`config.mk`:
```
export PLATFORM = sky130hd
export DESIGN_NAME = atsp_top
export DESIGN_NICKNAME = d
export VERILOG_FILES = /design/src/logic/atsp_pkg.sv /design/src/logic/atsp_xfer.sv /design/src/logic/atsp_top.sv
export SDC_FILE = /design/constraint.sdc
export NUM_CORES = 1
export LEC_CHECK = 0
export ABC_AREA = 1
export ABC_CLOCK_PERIOD_IN_PS = 2200
export BUFFER_PORTS_ARGS = -buffer_cell sky130_fd_sc_hd__buf_4
export CORE_MARGIN = 1
export CORE_UTILIZATION = 30
export DETAILED_ROUTE_END_ITERATION = 12
export PLACE_DENSITY = 0.63
export SKIP_LAST_GASP = 1
export SLEW_MARGIN = 20
export SYNTH_ARGS = -nofsm -noshare
export SYNTH_HDL_FRONTEND = slang
export SYNTH_SLANG_ARGS = --single-unit
```
`constraint.sdc`:
```
create_clock -name sys_clk_i -period 2.2 [get_ports sys_clk_i]
set_input_delay 0.44 -clock sys_clk_i [delete_from_list [all_inputs] [get_ports sys_clk_i]]
set_output_delay 0.44 -clock sys_clk_i [all_outputs]
set_load 0.02 [all_outputs]
```
`src/logic/atsp_pkg.sv`:
```
// Purpose: Constants and types for the async timer status/prescaler block
// Assumes: One 8-bit register port in data-space addressing
// Notes: Register addresses and bit positions below
package atsp_pkg;
  localparam logic [7:0] ATSP_GEN_CTRL_ADDR = 8'h43;
  localparam logic [7:0] ATSP_IO_OFFSET = 8'h20;
  localparam logic [7:0] ATSP_STATUS_ADDR = 8'hb6;
  localparam logic [7:0] ATSP_FLAGS_ADDR = 8'h37;
  localparam logic [7:0] ATSP_MASK_ADDR = 8'h70;
  localparam logic [7:0] ATSP_COUNT_ADDR = 8'hb2;
  localparam logic [7:0] ATSP_CMPA_ADDR = 8'hb3;
  localparam logic [7:0] ATSP_CMPB_ADDR = 8'hb4;
  localparam logic [7:0] ATSP_CTLA_ADDR = 8'hb0;
  localparam logic [7:0] ATSP_CTLB_ADDR = 8'hb1;
  localparam logic [7:0] ATSP_RESET_VALUE = 8'h00;
  // Bit positions
  localparam int ATSP_B_EXTERNAL_CLOCK_SELECT = 6;
  localparam int ATSP_B_ASYNC = 5;
  localparam int ATSP_B_SYNC = 7;
  localparam int ATSP_B_PRASY = 1;
  localparam int ATSP_B_PRSH = 0;
  localparam int ATSP_B_CMPB = 2;
  localparam int ATSP_B_CMPA = 1;
  localparam int ATSP_B_OVF = 0;
  localparam int ATSP_BUSY_W = 5;
  // Busy vector order: count, cmpa, cmpb, ctla, ctlb (bits 4..0)
  localparam int ATSP_BY_CNT = 4;
  localparam int ATSP_BY_CMPA = 3;
  localparam int ATSP_BY_CMPB = 2;
  localparam int ATSP_BY_CTLA = 1;
  localparam int ATSP_BY_CTLB = 0;
  localparam logic [2:0] ATSP_SYNC_STAGES = 3'h2;

  typedef struct packed {
    logic wr;
    logic rd;
    logic [7:0] addr;
    logic [7:0] wdata;
  } atsp_bus_t;

  typedef struct packed {
    logic sync_mode;
    logic async_psr;
    logic shared_psr;
    logic ext_clk;
    logic async_sel;
    logic [2:0] irq_en;
    logic [2:0] flags;
    logic [ATSP_BUSY_W-1:0] busy;
    logic [7:0] rdata;
  } atsp_state_t;
endpackage

```
`src/logic/atsp_xfer.sv`:
```
// Purpose: One busy-flag transfer tracker toward the timer domain
// Assumes: Done arrives as a synchronous pulse from the timer side
// Notes: Instantiated once per asynchronously updated register
`timescale 1ns/100ps
`default_nettype none
module atsp_xfer
  import atsp_pkg::*;
(
  input wire logic sys_clk_i,
  input wire logic sys_rst_i,
  input wire logic start_i,
  input wire logic done_i,
  output logic busy_o
);
  logic busy;
  logic next_busy;

  // Start wins over done so a new write is never lost
  always_comb begin
    next_busy = busy;
    if (done_i) begin
      next_busy = 1'b0;
    end
    if (start_i) begin
      next_busy = 1'b1;
    end
  end

  always_ff @(posedge sys_clk_i) begin
    if (sys_rst_i) begin
      busy <= 1'b0;
    end else begin
      busy <= next_busy;
    end
  end

  assign busy_o = busy;
endmodule
`default_nettype wire

```
`src/logic/atsp_top.sv`:
```
// Purpose: Status, flags and prescaler control of the async 8-bit timer
// Assumes: Timer datapath outside reports count and compare A values, overflow and transfers
// Notes: Registers reached at data-space addresses; general control and flags also at short I/O addresses
`timescale 1ns/100ps
`default_nettype none
module atsp_top
  import atsp_pkg::*;
(
  input wire logic sys_clk_i,
  input wire logic sys_rst_i,
  input wire logic reg_wr_i,
  input wire logic reg_rd_i,
  input wire logic [7:0] reg_addr_i,
  input wire logic [7:0] reg_wdata_i,
  output logic [7:0] reg_rdata_o,
  input wire logic global_irq_en_i,
  input wire logic [7:0] timer_count_value_i,
  input wire logic [7:0] compare_a_value_i,
  input wire logic overflow_i,
  input wire logic pwm_mode_i,
  input wire logic bottom_reverse_i,
  input wire logic cmpa_vector_taken_i,
  input wire logic ovf_vector_taken_i,
  input wire logic [ATSP_BUSY_W-1:0] xfer_done_i,
  input wire logic async_psr_done_i,
  output logic compare_a_irq_o,
  output logic overflow_irq_o,
  output logic async_clock_select_o,
  output logic ext_clk_buffer_en_o,
  output logic crystal_osc_en_o,
  output logic async_psr_o,
  output logic shared_psr_o,
  output logic [ATSP_BUSY_W-1:0] busy_start_o
);
  atsp_state_t st;
  atsp_state_t next_st;
  atsp_bus_t bus;
  logic [ATSP_BUSY_W-1:0] busy_start;
  logic [ATSP_BUSY_W-1:0] busy_now;
  logic hit_gen;
  logic hit_stat;
  logic hit_flags;
  logic hit_mask;
  logic match_prev;
  logic match_now;
  logic psr_pend;
  logic next_psr_pend;
  logic ovf_event;

  assign bus = '{wr: reg_wr_i, rd: reg_rd_i, addr: reg_addr_i,
                 wdata: reg_wdata_i};

  // Decode both address spaces for general control and flags; status and mask at data-space only
  always_comb begin
    hit_gen = (bus.addr == ATSP_GEN_CTRL_ADDR) ||
      (bus.addr == ATSP_GEN_CTRL_ADDR - ATSP_IO_OFFSET);
    hit_flags = (bus.addr == ATSP_FLAGS_ADDR) ||
      (bus.addr == ATSP_FLAGS_ADDR - ATSP_IO_OFFSET);
    hit_stat = (bus.addr == ATSP_STATUS_ADDR);
    hit_mask = (bus.addr == ATSP_MASK_ADDR);
  end

  // Async writes to timer registers start a transfer
  always_comb begin
    busy_start = '0;
    if (bus.wr && st.async_sel) begin
      busy_start[ATSP_BY_CNT] = (bus.addr == ATSP_COUNT_ADDR);
      busy_start[ATSP_BY_CMPA] = (bus.addr == ATSP_CMPA_ADDR);
      busy_start[ATSP_BY_CMPB] = (bus.addr == ATSP_CMPB_ADDR);
      busy_start[ATSP_BY_CTLA] = (bus.addr == ATSP_CTLA_ADDR);
      busy_start[ATSP_BY_CTLB] = (bus.addr == ATSP_CTLB_ADDR);
    end
  end

  // One tracker per async register
  for (genvar i = 0; i < ATSP_BUSY_W; i++) begin : g_busy
    atsp_xfer u_xfer (
      .sys_clk_i(sys_clk_i),
      .sys_rst_i(sys_rst_i),
      .start_i(busy_start[i]),
      .done_i(xfer_done_i[i]),
      .busy_o(busy_now[i])
    );
  end

  // Match seen only on entry, so a held equal value sets once
  assign match_now = (timer_count_value_i == compare_a_value_i);

  // PWM reverses at bottom, so the wrap pulse is not its overflow
  assign ovf_event = pwm_mode_i ? bottom_reverse_i : overflow_i;

  // Register file and flag update
  always_comb begin
    next_st = st;
    next_psr_pend = psr_pend;
    next_st.busy = busy_now;
    // Flags: vector or write-one clears, then events set (set wins)
    if (cmpa_vector_taken_i) begin
      next_st.flags[ATSP_B_CMPA] = 1'b0;
    end
    if (ovf_vector_taken_i) begin
      next_st.flags[ATSP_B_OVF] = 1'b0;
    end
    if (bus.wr && hit_flags) begin
      next_st.flags = next_st.flags & ~bus.wdata[2:0];
    end
    if (match_now && !match_prev) begin
      next_st.flags[ATSP_B_CMPA] = 1'b1;
    end
    if (ovf_event) begin
      next_st.flags[ATSP_B_OVF] = 1'b1;
    end
    if (bus.wr && hit_mask) begin
      next_st.irq_en = bus.wdata[2:0];
    end
    // Busy bits are read-only; only the two clock bits are stored
    if (bus.wr && hit_stat) begin
      next_st.ext_clk = bus.wdata[ATSP_B_EXTERNAL_CLOCK_SELECT];
      next_st.async_sel = bus.wdata[ATSP_B_ASYNC];
    end
    // Prescaler resets self-clear unless held by sync mode; the async one is also held while pending
    if (!st.sync_mode) begin
      next_st.shared_psr = 1'b0;
      if (!psr_pend) begin
        next_st.async_psr = 1'b0;
      end
    end
    if (async_psr_done_i) begin
      next_psr_pend = 1'b0;
      if (!st.sync_mode) begin
        next_st.async_psr = 1'b0;
      end
    end
    if (bus.wr && hit_gen) begin
      next_st.sync_mode = bus.wdata[ATSP_B_SYNC];
      next_psr_pend = 1'b0; // A fresh write restarts pending tracking
      if (bus.wdata[ATSP_B_SYNC]) begin
        // Held values kept while sync mode stays on
        next_st.shared_psr = bus.wdata[ATSP_B_PRSH];
        next_st.async_psr = bus.wdata[ATSP_B_PRASY];
      end else begin
        // Release both so the timers restart together
        next_st.shared_psr = 1'b0;
        next_st.async_psr = 1'b0;
        if (bus.wdata[ATSP_B_PRASY] && st.async_sel) begin
          next_st.async_psr = 1'b1;
          next_psr_pend = 1'b1;
        end
      end
    end
    // Read data registered for the next cycle
    next_st.rdata = ATSP_RESET_VALUE;
    if (bus.rd) begin
      if (hit_gen) begin
        next_st.rdata = {st.sync_mode, 5'h00, st.async_psr, st.shared_psr};
      end else if (hit_stat) begin
        next_st.rdata = {1'b0, st.ext_clk, st.async_sel, st.busy};
      end else if (hit_flags) begin
        next_st.rdata = {5'h00, st.flags};
      end else if (hit_mask) begin
        next_st.rdata = {5'h00, st.irq_en};
      end
    end
  end

  // State register; contents across a clock switch are not protected
  always_ff @(posedge sys_clk_i) begin
    if (sys_rst_i) begin
      st <= '0;
      psr_pend <= 1'b0;
      match_prev <= 1'b1; // Equal reset values raise no false flag
    end else begin
      st <= next_st;
      psr_pend <= next_psr_pend;
      match_prev <= match_now;
    end
  end

  // Shared prescaler reset pulses on a plain write, not only when held
  assign shared_psr_o = st.shared_psr ||
    (bus.wr && hit_gen && bus.wdata[ATSP_B_PRSH]);
  assign async_psr_o = st.async_psr ||
    (bus.wr && hit_gen && bus.wdata[ATSP_B_PRASY]);

  // Interrupt requests gated by global and local enables
  assign compare_a_irq_o = global_irq_en_i && st.irq_en[ATSP_B_CMPA] &&
    st.flags[ATSP_B_CMPA];
  assign overflow_irq_o = global_irq_en_i && st.irq_en[ATSP_B_OVF] &&
    st.flags[ATSP_B_OVF];

  // Clock source selection; software orders these bits
  assign async_clock_select_o = st.async_sel;
  assign ext_clk_buffer_en_o = st.ext_clk && st.async_sel;
  assign crystal_osc_en_o = !st.ext_clk;
  assign busy_start_o = busy_start;
  assign reg_rdata_o = st.rdata;

  chk_cmpa_irq_gate: assert property (@(posedge sys_clk_i)
    disable iff (sys_rst_i)
    compare_a_irq_o |-> (global_irq_en_i && st.flags[ATSP_B_CMPA]))
    else $error("compare irq without flag");
  chk_ovf_irq_gate: assert property (@(posedge sys_clk_i)
    disable iff (sys_rst_i)
    overflow_irq_o |-> st.irq_en[ATSP_B_OVF])
    else $error("overflow irq while disabled");
  chk_cmpa_set: assert property (@(posedge sys_clk_i)
    disable iff (sys_rst_i)
    (match_now && !match_prev) |=> st.flags[ATSP_B_CMPA])
    else $error("compare flag not set");
  chk_ovf_set: assert property (@(posedge sys_clk_i)
    disable iff (sys_rst_i)
    (!pwm_mode_i && overflow_i) |=> st.flags[ATSP_B_OVF])
    else $error("overflow flag not set");
  chk_pwm_bottom: assert property (@(posedge sys_clk_i)
    disable iff (sys_rst_i)
    (pwm_mode_i && bottom_reverse_i) |=> st.flags[ATSP_B_OVF])
    else $error("pwm bottom flag not set");
  chk_cmpa_vec_clr: assert property (@(posedge sys_clk_i)
    disable iff (sys_rst_i)
    (cmpa_vector_taken_i && !(match_now && !match_prev))
      |=> !st.flags[ATSP_B_CMPA])
    else $error("compare flag not cleared");
  chk_sync_release: assert property (@(posedge sys_clk_i)
    disable iff (sys_rst_i)
    (bus.wr && hit_gen && !bus.wdata[ATSP_B_SYNC] && !st.async_sel)
      |=> (!st.shared_psr && !st.async_psr))
    else $error("prescaler resets not released");
  chk_sync_hold: assert property (@(posedge sys_clk_i)
    disable iff (sys_rst_i)
    (st.sync_mode && st.shared_psr && !(bus.wr && hit_gen))
      |=> st.shared_psr)
    else $error("held prescaler reset dropped");
  chk_busy_set: assert property (@(posedge sys_clk_i)
    disable iff (sys_rst_i)
    busy_start[ATSP_BY_CNT] |=> ##1 st.busy[ATSP_BY_CNT])
    else $error("counter busy not shown");
  chk_clk_buffer: assert property (@(posedge sys_clk_i)
    disable iff (sys_rst_i)
    ext_clk_buffer_en_o |-> !crystal_osc_en_o)
    else $error("crystal runs with external clock");

  // Remaining gates of the two interrupt requests
  chk_cmpa_irq_mask: assert property (@(posedge sys_clk_i)
    disable iff (sys_rst_i)
    compare_a_irq_o |-> st.irq_en[ATSP_B_CMPA])
    else $error("compare irq while disabled");
  chk_ovf_irq_flag: assert property (@(posedge sys_clk_i)
    disable iff (sys_rst_i)
    overflow_irq_o |-> (global_irq_en_i && st.flags[ATSP_B_OVF]))
    else $error("overflow irq without flag");

  // Clears by write-one or vector; a set in the same cycle wins
  chk_cmpa_w1c: assert property (@(posedge sys_clk_i)
    disable iff (sys_rst_i)
    (bus.wr && hit_flags && bus.wdata[ATSP_B_CMPA] &&
      !(match_now && !match_prev)) |=> !st.flags[ATSP_B_CMPA])
    else $error("compare flag survived write one");
  chk_ovf_w1c: assert property (@(posedge sys_clk_i)
    disable iff (sys_rst_i)
    (bus.wr && hit_flags && bus.wdata[ATSP_B_OVF] && !ovf_event)
      |=> !st.flags[ATSP_B_OVF])
    else $error("overflow flag survived write one");
  chk_ovf_vec_clr: assert property (@(posedge sys_clk_i)
    disable iff (sys_rst_i)
    (ovf_vector_taken_i && !ovf_event) |=> !st.flags[ATSP_B_OVF])
    else $error("overflow flag not cleared");
  chk_cmpa_hold: assert property (@(posedge sys_clk_i)
    disable iff (sys_rst_i)
    (st.flags[ATSP_B_CMPA] && !cmpa_vector_taken_i &&
      !(bus.wr && hit_flags)) |=> st.flags[ATSP_B_CMPA])
    else $error("compare flag dropped by itself");
  chk_pwm_no_wrap: assert property (@(posedge sys_clk_i)
    disable iff (sys_rst_i)
    (pwm_mode_i && overflow_i && !bottom_reverse_i &&
      !st.flags[ATSP_B_OVF]) |=> !st.flags[ATSP_B_OVF])
    else $error("pwm wrap set overflow flag");

  // Clock source follows the stored select bits
  chk_xtal_stop: assert property (@(posedge sys_clk_i)
    disable iff (sys_rst_i)
    st.ext_clk |-> !crystal_osc_en_o)
    else $error("crystal runs with external clock bit");
  chk_clk_source: assert property (@(posedge sys_clk_i)
    disable iff (sys_rst_i)
    (bus.wr && hit_stat) |=>
      (async_clock_select_o == $past(bus.wdata[ATSP_B_ASYNC])))
    else $error("clock source not taken from write");

  // Busy flags start only in async mode and follow their trackers
  chk_busy_sync: assert property (@(posedge sys_clk_i)
    disable iff (sys_rst_i)
    !st.async_sel |-> (busy_start == '0))
    else $error("busy start outside async mode");
  chk_cmpa_busy: assert property (@(posedge sys_clk_i)
    disable iff (sys_rst_i)
    busy_start[ATSP_BY_CMPA] |=> ##1 st.busy[ATSP_BY_CMPA])
    else $error("compare a busy not shown");
  chk_cmpb_clear: assert property (@(posedge sys_clk_i)
    disable iff (sys_rst_i)
    (xfer_done_i[ATSP_BY_CMPB] && !busy_start[ATSP_BY_CMPB])
      |=> ##1 !st.busy[ATSP_BY_CMPB])
    else $error("compare b busy not cleared");
  chk_ctla_busy: assert property (@(posedge sys_clk_i)
    disable iff (sys_rst_i)
    busy_start[ATSP_BY_CTLA] |=> ##1 st.busy[ATSP_BY_CTLA])
    else $error("control a busy not shown");
  chk_ctlb_clear: assert property (@(posedge sys_clk_i)
    disable iff (sys_rst_i)
    (xfer_done_i[ATSP_BY_CTLB] && !busy_start[ATSP_BY_CTLB])
      |=> ##1 !st.busy[ATSP_BY_CTLB])
    else $error("control b busy not cleared");
  chk_busy_ro: assert property (@(posedge sys_clk_i)
    disable iff (sys_rst_i)
    (bus.wr && hit_stat && (busy_now == '0)) |=> (st.busy == '0))
    else $error("busy bits took a write");

  // Prescaler reset bits: self-clear, hold in sync mode, pend in async
  chk_shared_clear: assert property (@(posedge sys_clk_i)
    disable iff (sys_rst_i)
    (!st.sync_mode && !(bus.wr && hit_gen)) |=> !st.shared_psr)
    else $error("shared prescaler reset stuck");
  chk_async_clear: assert property (@(posedge sys_clk_i)
    disable iff (sys_rst_i)
    (!st.sync_mode && !psr_pend && !(bus.wr && hit_gen))
      |=> !st.async_psr)
    else $error("async prescaler reset stuck");
  chk_async_pend: assert property (@(posedge sys_clk_i)
    disable iff (sys_rst_i)
    (psr_pend && !async_psr_done_i && !(bus.wr && hit_gen))
      |=> st.async_psr)
    else $error("async prescaler reset dropped early");
  chk_sync_load: assert property (@(posedge sys_clk_i)
    disable iff (sys_rst_i)
    (bus.wr && hit_gen && bus.wdata[ATSP_B_SYNC]) |=>
      (st.async_psr == $past(bus.wdata[ATSP_B_PRASY])))
    else $error("held async reset not as written");

  // Short address alias and mask register
  chk_io_alias: assert property (@(posedge sys_clk_i)
    disable iff (sys_rst_i)
    (bus.rd && (bus.addr == ATSP_GEN_CTRL_ADDR - ATSP_IO_OFFSET)) |=>
      (reg_rdata_o[ATSP_B_SYNC] == $past(st.sync_mode)))
    else $error("short address read wrong");
  chk_mask_load: assert property (@(posedge sys_clk_i)
    disable iff (sys_rst_i)
    (bus.wr && hit_mask) |=> (st.irq_en == $past(bus.wdata[2:0])))
    else $error("mask write not stored");
endmodule
`default_nettype wire

```
-- Word-level counts from Yosys, hierarchy flattened
Index checks and enable logic that the tools add are counted.
W data, S select, Z words.
- equal/unequal tests: 13
- muxes and demuxes: 31
- bitwise gates (word level): 3
- reduce and logical (&&, ||, !) cells: 28
- operators with widths (kind ; count):
    $eq A8 B8 Y1 const B ; 6
    $mux W1 ; 22
    $eq A8 B6 Y1 const B ; 2
    $eq A8 B7 Y1 const B ; 2
    $logic_and A1 B1 Y1 ; 14
    $reduce_bool A2 Y1 ; 6
    $eq A8 B5 Y1 const B ; 1
    $eq A8 B8 Y1 ; 1
    $mux W2 ; 4
    $mux W8 ; 1
    $mux W7 ; 1
    $mux W3 ; 2
    $mux W5 ; 1
    $logic_or A1 B1 Y1 ; 4
    $and A3 B3 Y3 ; 1
    $not A3 Y3 ; 1
    $reduce_or A3 Y1 ; 1
    $logic_not A1 Y1 ; 2
    $ne A2 B1 Y1 const B ; 1
    $reduce_or A2 Y1 ; 1
    $not A1 Y1 ; 1
- flip-flop bits (word level): 31
- output and inout bits: 20
- word-level logic and storage cells: 93

-- Logic depth before layout (Yosys ltp)
Gate-level depths: netlist (run 1).
- depth in word-level cells: 5
- mapped depth: 9
- gate-level depth less buffers: 8

-- Modules after synthesis
Synthesis (run 1) repeated with hierarchy kept, for this count alone.
- cell total of the unflattened synthesis: 237
- area, all modules: 1662.8 µm²
- by module, submodules not included (module ; times used ; cells an instance ; area an instance (µm²)):
    atsp_top ; 1 ; 212 ; 1462.7
    atsp_xfer ; 5 ; 5 ; 40.0

-- Worst setup path before layout (run 1)
Ideal clock, no wire load.
- path type: input-to-output
- start: input reg_addr_i[7]
- end: output async_psr_o
- arrival: 1497 ps
- path slack: 263 ps
- cell stages on the path: 7
- path buffers: 0
- path through: inv_1 > nand2_1 > nand2_1 > nand2_1 > nor2_2 > nand2_1 > o21ai_0
- word-level cells in the longest chain between the ends: 5
- RTL lines (item ; line ; source):
    from (decl) ; atsp_top.sv:13 ; input wire logic [7:0] reg_addr_i,
    $eq A8 B7 Y1 / $eq A8 B6 Y1 (equally long branches) ; atsp_top.sv:55, atsp_top.sv:56 ;
    $logic_or A1 B1 Y1 * ; atsp_top.sv:55 ; hit_gen = (bus.addr == ATSP_GEN_CTRL_ADDR) ||
    $logic_and A1 B1 Y1 * (2 in series) ; atsp_top.sv:183 ; (bus.wr && hit_gen && bus.wdata[ATSP_B_PRASY]);
    $logic_or A1 B1 Y1 * ; atsp_top.sv:182 ; assign async_psr_o = st.async_psr ||
    to (decl) ; atsp_top.sv:31 ; output logic async_psr_o,
Every way passes the cells marked *; elsewhere a longest branch is shown, timed or not.

-- Final worst setup path (run 1)
Ends and elaborated chain as after synthesis.

==> flow_summary.ini, run 1 <==
[die]
std_cell_rows = 26
initial_core_util_pct = 31.40
die_area_um2 = 5712
dieWidth_um = 75.58
num_io_pins = 68
die_h_um = 75.58
core_area_um2 = 5172

[drt]
drc = 0
viasPerCell = 4.255
first_pass_iters = 4
routedWlPerCell_um = 10.33
via_count = 1553
drt_wl_total_mm = 3.771
dr.first_iter.drc_count = 68
drt.antenna.violating_nets = 0

[clock_network]
cts_buffers = 5
cts_sinks = 31
clk_latency_ps = 280
post_cts_buffers = 0
ctsHoldBuffers = 0
ctsRootBufferMaster = clkbuf_8
cts_tree = done
htree_levels = 2
clockBufferDepth = 2
path_clk_slew_ps = 60
cts_resized = 0

[final_layout]
drive_above_1_share_pct = 28.47
final_area_um2 = 2197
diodes = 0
syn2layout_area_growth_pct = 35.29
fin_nets = 342

[synthesis]
syn_nets = 285
syn_area_per_cell_um2 = 6.853
netlist_area_um2 = 1624
synth_edf_count = 0
ys_async_sr_fraction_pct = 0
synth_ff_type = dfxtp_1
yosysSeqAreaShare_pct = 38.21
ys_seq_elements = 31
synth_top_area_share_pct = 38.21
yosysUniqueCellTypes = 26
synthTopCellsByArea = dfxtp_1, nand2_1, inv_1
synthTopCellsByCount = nand2_1, inv_1, dfxtp_1
yosysTopAreaCell = dfxtp_1
syn_inst = 237
yosysWarnings = 0
synth_most_common_cell = nand2_1

[sta]
fin_ws_ps = 172.7
fmaxAchievable_mhz = 493.3
slew_viol_final = 0
rsz0062_at_grt = no
fin_hold_ws_ps = 339.5
finalClockSkew_ps = 5.293
slew_headroom_pct = 80.21
worstMarginPinSlew_ps = 295.2
period_needed_ps = 2027
setup-tns-final_ps = 0
fin_crit_sh_pct = 92.15
setup_viol = 0
hold_violations = 0

[pwr]
p_int_w = 0.0009230
clock_power_share_pct = 40.5
combPwrFrac_pct = 11.9
leakage_nw = 1.044
max-vdd-ir-drop_v = 0.0002442
power_w = 0.001188
pwr-share-seq_pct = 47.6
p_sw_share_pct = 22.31
p_per_area_nw_per_um2 = 540.7
netSwitchingPower_w = 0.0002651

[worst_setup_path]
crit_fanout = 5
crit_type = primary input to output pin
cpPeakStageDelay_ps = 200
worstSetupStartpointType = primary input
cpMostUsedCell = nand2_1
setup.worst_path.end_class = output pin
crit_chain = buf_4 > inv_1 > nand2_1 > nand2_1 > nand2_1 > nor2_2 > nand2_1 > o21ai_0 > buf_4
slowest_stage = o21ai_0
arrival_ps = 1590
crit_required_ps = 1760

[placement]
placed_area_um2 = 2097
globalplace.congestion = 0.8617
dp_slack_ps = 169.1
port_buffers = 65
dp_hpwl_mm = 3.074

[hold_path]
worstHoldPathType = primary input to flip-flop

[global_routing]
grt_pass1_wl_mm = 6.030
antenna_found_initial = 0
grt_usage_pct = 14.38
grt_pass1_vias = 1447
overflow = 0
grt_max_degree = 23

[status]
status = complete, no violations

[flow_run]
cap_violations = 0
==> metal layers <==
metal	share of wire, %	up-vias	wire (µm)	GRT usage (%)
li1	-	841	-	-
met4	0.95	0	36	4.938
met1	46	666	1741	17.56
met3	5.5	5	206	3.704
met5	0	-	0	0
met2	47	41	1788	24.60
==> cell type report <==
cell class	instances	area, µm²
fill	551	2975
multi-input combinational	148	732.0
sequential	31	620.6
timing repair buffer	67	503.0
inverter	41	153.9
clock buffer	8	100.1
tap	70	87.58
==> flip-flops by register name (all words and copies together) (netlist names), named ones only <==
| name | count |
|---|---|
| async_clock_select_o | 1 |
| reg_rdata_o | 8 |
| psr_pend | 1 |
| st | 14 |
| g_busy.u_xfer.busy_o | 5 |
| match_prev | 1 |
==> power groups by stage <==
| stage | clock network (W) | registers (W) | logic [W] |
|---|---|---|---|
| floorplan | 0 | 0.000578 | 0.0000573 |
| global placement | 0 | 0.000578 | 0.000139 |
| detailed placement | 0 | 0.000578 | 0.000142 |
| CTS | 0.000492 | 0.000566 | 0.000143 |
| global route | 0.000519 | 0.000566 | 0.000158 |
| finish | 0.000481 | 0.000566 | 0.000141 |
==> kinds of logic after synthesis <==
kind of cell           count (synthesis)  synth area share, %
AND/OR/NAND/NOR                      121                34.28
buffers and inverters                 58                16.72
flip-flops                            31                38.21
AO/OA/AOI/OAI                         20                6.933
XOR/XNOR                               6                3.236
multiplexers                           1               0.6164
==> path summary, 6_finish.rpt <==
path                                              start                       to  slack (ps)  cells after the start
worst max-delay path                      reg_addr_i[7]              async_psr_o         170                      9
worst min-delay path                     xfer_done_i[1]  g_busy[1].u_xfer.busy_o         340                      2
worst max register to register     async_clock_select_o  g_busy[4].u_xfer.busy_o        1120                      6
worst min register to register  g_busy[0].u_xfer.busy_o                    st[8]         420                      2
==> through the flow <==
stage	cells	util [%]
global placement	357	40.54
detailed placement	357	40.54
CTS	365	42.48
global route	365	42.48
finish	365	42.48
floorplan	237	-
==> worst max-delay path: cells and delay by family <==
kind | cells | cell delay [ps]
simple gates | 5 | 540
buf+inv | 3 | 410
compound gates | 1 | 200
==> layout by cell type (no fill, tap or decap), drive strengths merged, types with 2 or more instances in the layout <==
master | netlist | routed
a21oi | 12 | 12
nor3 | 7 | 7
nand2 | 52 | 52
xnor2 | 6 | 6
buf | 16 | 67
clkbuf | 1 | 8
nor2 | 27 | 27
dfxtp | 31 | 31
nor4 | 3 | 3
o21a | 2 | 2
inv | 41 | 41
nand3 | 29 | 29
o31ai | 3 | 3
o21ai | 3 | 3
No activity file was read; power rests on OpenSTA's default activity.
==> inputs of run 2 (changes only) <==
--- a/config.mk
+++ b/config.mk
@@ -9,9 +9,9 @@
 export ABC_CLOCK_PERIOD_IN_PS = 2200
 export BUFFER_PORTS_ARGS = -buffer_cell sky130_fd_sc_hd__buf_4
 export CORE_MARGIN = 1
-export CORE_UTILIZATION = 30
+export CORE_UTILIZATION = 25
 export DETAILED_ROUTE_END_ITERATION = 12
-export PLACE_DENSITY = 0.63
+export PLACE_DENSITY = 0.56
 export SKIP_LAST_GASP = 1
 export SLEW_MARGIN = 20
 export SYNTH_ARGS = -nofsm -noshare
==> run 2 against run 1 <==
Compared with the run above: via count is 0.58% higher; clock skew is 3.5 ps lower; combinational power hardly changed; largest cell class unchanged; clock power hardly changed; first-iteration DRC count is 7.4% higher; setup slack better by 49 ps; critical path depth is 1 higher; sequential power hardly changed.
==> flow_summary.ini, run 2 (same netlist as run 1, synthesis figures left out) <==
[status]
status = complete, no violations

[sta]
period_needed_ps = 1978
fin_hold_ws_ps = 324.6
worstMarginPinSlew_ps = 305.7
setup_viol = 0
fmaxAchievable_mhz = 505.5
rsz0062_at_grt = no
fin_crit_sh_pct = 89.91
setup-tns-final_ps = 0
finalClockSkew_ps = 1.838
slew_headroom_pct = 79.51
slew_viol_final = 0
hold_violations = 0

[worst_setup_path]
rr_worst_depth = 6
crit_required_ps = 1760
crit_fanout = 10
setup.worst_path.end_class = output pin
crit_type = primary input to output pin
worstSetupStartpointType = primary input
arrival_ps = 1540

[pwr]
p_sw_share_pct = 22.57
leakage_nw = 1.044
max-vdd-ir-drop_v = 0.0002503
p_per_area_nw_per_um2 = 540.3
clock_power_share_pct = 40.6
netSwitchingPower_w = 0.0002691
combPwrFrac_pct = 11.9
p_int_w = 0.0009229
pwr-share-seq_pct = 47.5

[drt]
drt_wl_total_mm = 3.943
first_pass_iters = 4
viasPerCell = 4.199
via_count = 1562
dr.first_iter.drc_count = 73
drc = 0
drt.antenna.violating_nets = 0
routedWlPerCell_um = 10.60

[final_layout]
fill_cells = 718
final_common_cell = buf_4
fin_nets = 342
final_core_util_pct = 34.94
final_cell_mix = buf_4, nand2_1, inv_1
syn2layout_area_growth_pct = 35.82
largest_register_ffs = 14
drive_above_1_share_pct = 28.47
largest-register = st
diodes = 0

[die]
die_h_um = 82.60
initial_core_util_pct = 25.72
core_area_um2 = 6314
dieWidth_um = 82.60
die_area_um2 = 6823
num_io_pins = 68
std_cell_rows = 29

[clock_network]
cts_tree = done
clk_latency_ps = 280
clockBufferDepth = 2
cts_sinks = 31
path_clk_slew_ps = 60
cts_buffers = 5
post_cts_buffers = 0
cts_resized = 0
ctsHoldBuffers = 0
htree_levels = 2
ctsRootBufferMaster = clkbuf_8

[global_routing]
grt_max_degree = 23
grt_pass1_vias = 1404
antenna_found_initial = 0
grt_usage_pct = 12.09
overflow = 0
grt_pass1_wl_mm = 6.106

[placement]
dp_hpwl_mm = 3.146
globalplace.congestion = 0.8337
port_buffers = 65

[hold_path]
min_path_cells = 2
worstHoldPathType = primary input to flip-flop

[flow_run]
cap_violations = 0
run 2: path summary, 6_finish.rpt:
check,from,end,slack [ps]
worst max-delay path,reg_addr_i[7],shared_psr_o,220
worst min-delay path,xfer_done_i[2],g_busy[2].u_xfer.busy_o,320
worst max register to register,async_clock_select_o,g_busy[1].u_xfer.busy_o,1130
worst min register to register,g_busy[4].u_xfer.busy_o,st[12],420
run 2: routing by layer:
metal	routed length [µm]	GRT usage, %
met4	35	4.138
met1	1719	14.08
met3	296	3.407
met2	1892	21.16
met5	0	0
run 2: area by class of cell:
type / count / area (µm²) / share of cell area (%)
Sequential cell: 31 / 620.6 / 28.13
Multi-Input combinational cell: 148 / 732.0 / 33.18
Clock buffer: 8 / 100.1 / 4.538
Inverter: 41 / 153.9 / 6.977
Timing Repair Buffer: 67 / 503.0 / 22.80
Tap cell: 77 / 96.34 / 4.368
run 2: worst max-delay path, cell delays in order:
cell and delay [ps]:
buf_4 110, inv_1 120, nand2_1 120, nand2_1 70, nand2_1 100, nor2_2 110
buf_4 180, nand3_1 80, nand2_1 60, buf_4 130
run 2: power by group through the flow:
| stage | combinational, W | sequential [W] | clock (W) |
|---|---|---|---|
| 2_1_floorplan | 0.0000573 | 0.000578 | 0 |
| 3_3_place_gp | 0.000140 | 0.000578 | 0 |
| 3_5_place_dp | 0.000142 | 0.000578 | 0 |
| 6_report | 0.000142 | 0.000566 | 0.000484 |
| 5_1_grt | 0.000157 | 0.000566 | 0.000522 |
| 4_1_cts | 0.000142 | 0.000566 | 0.000495 |
run 2: through the flow:
stage          std cells  cell area [µm²]  worst slack, ps   power, W
6_report             372             2206            221.9   0.001192
3_3_place_gp         364             2106            191.8  0.0007188
5_1_grt              372             2206            63.01   0.001244
3_5_place_dp         364             2106            158.1  0.0007204
2_1_floorplan        237             1624            263.1  0.0006350
4_1_cts              372             2206            160.7   0.001204
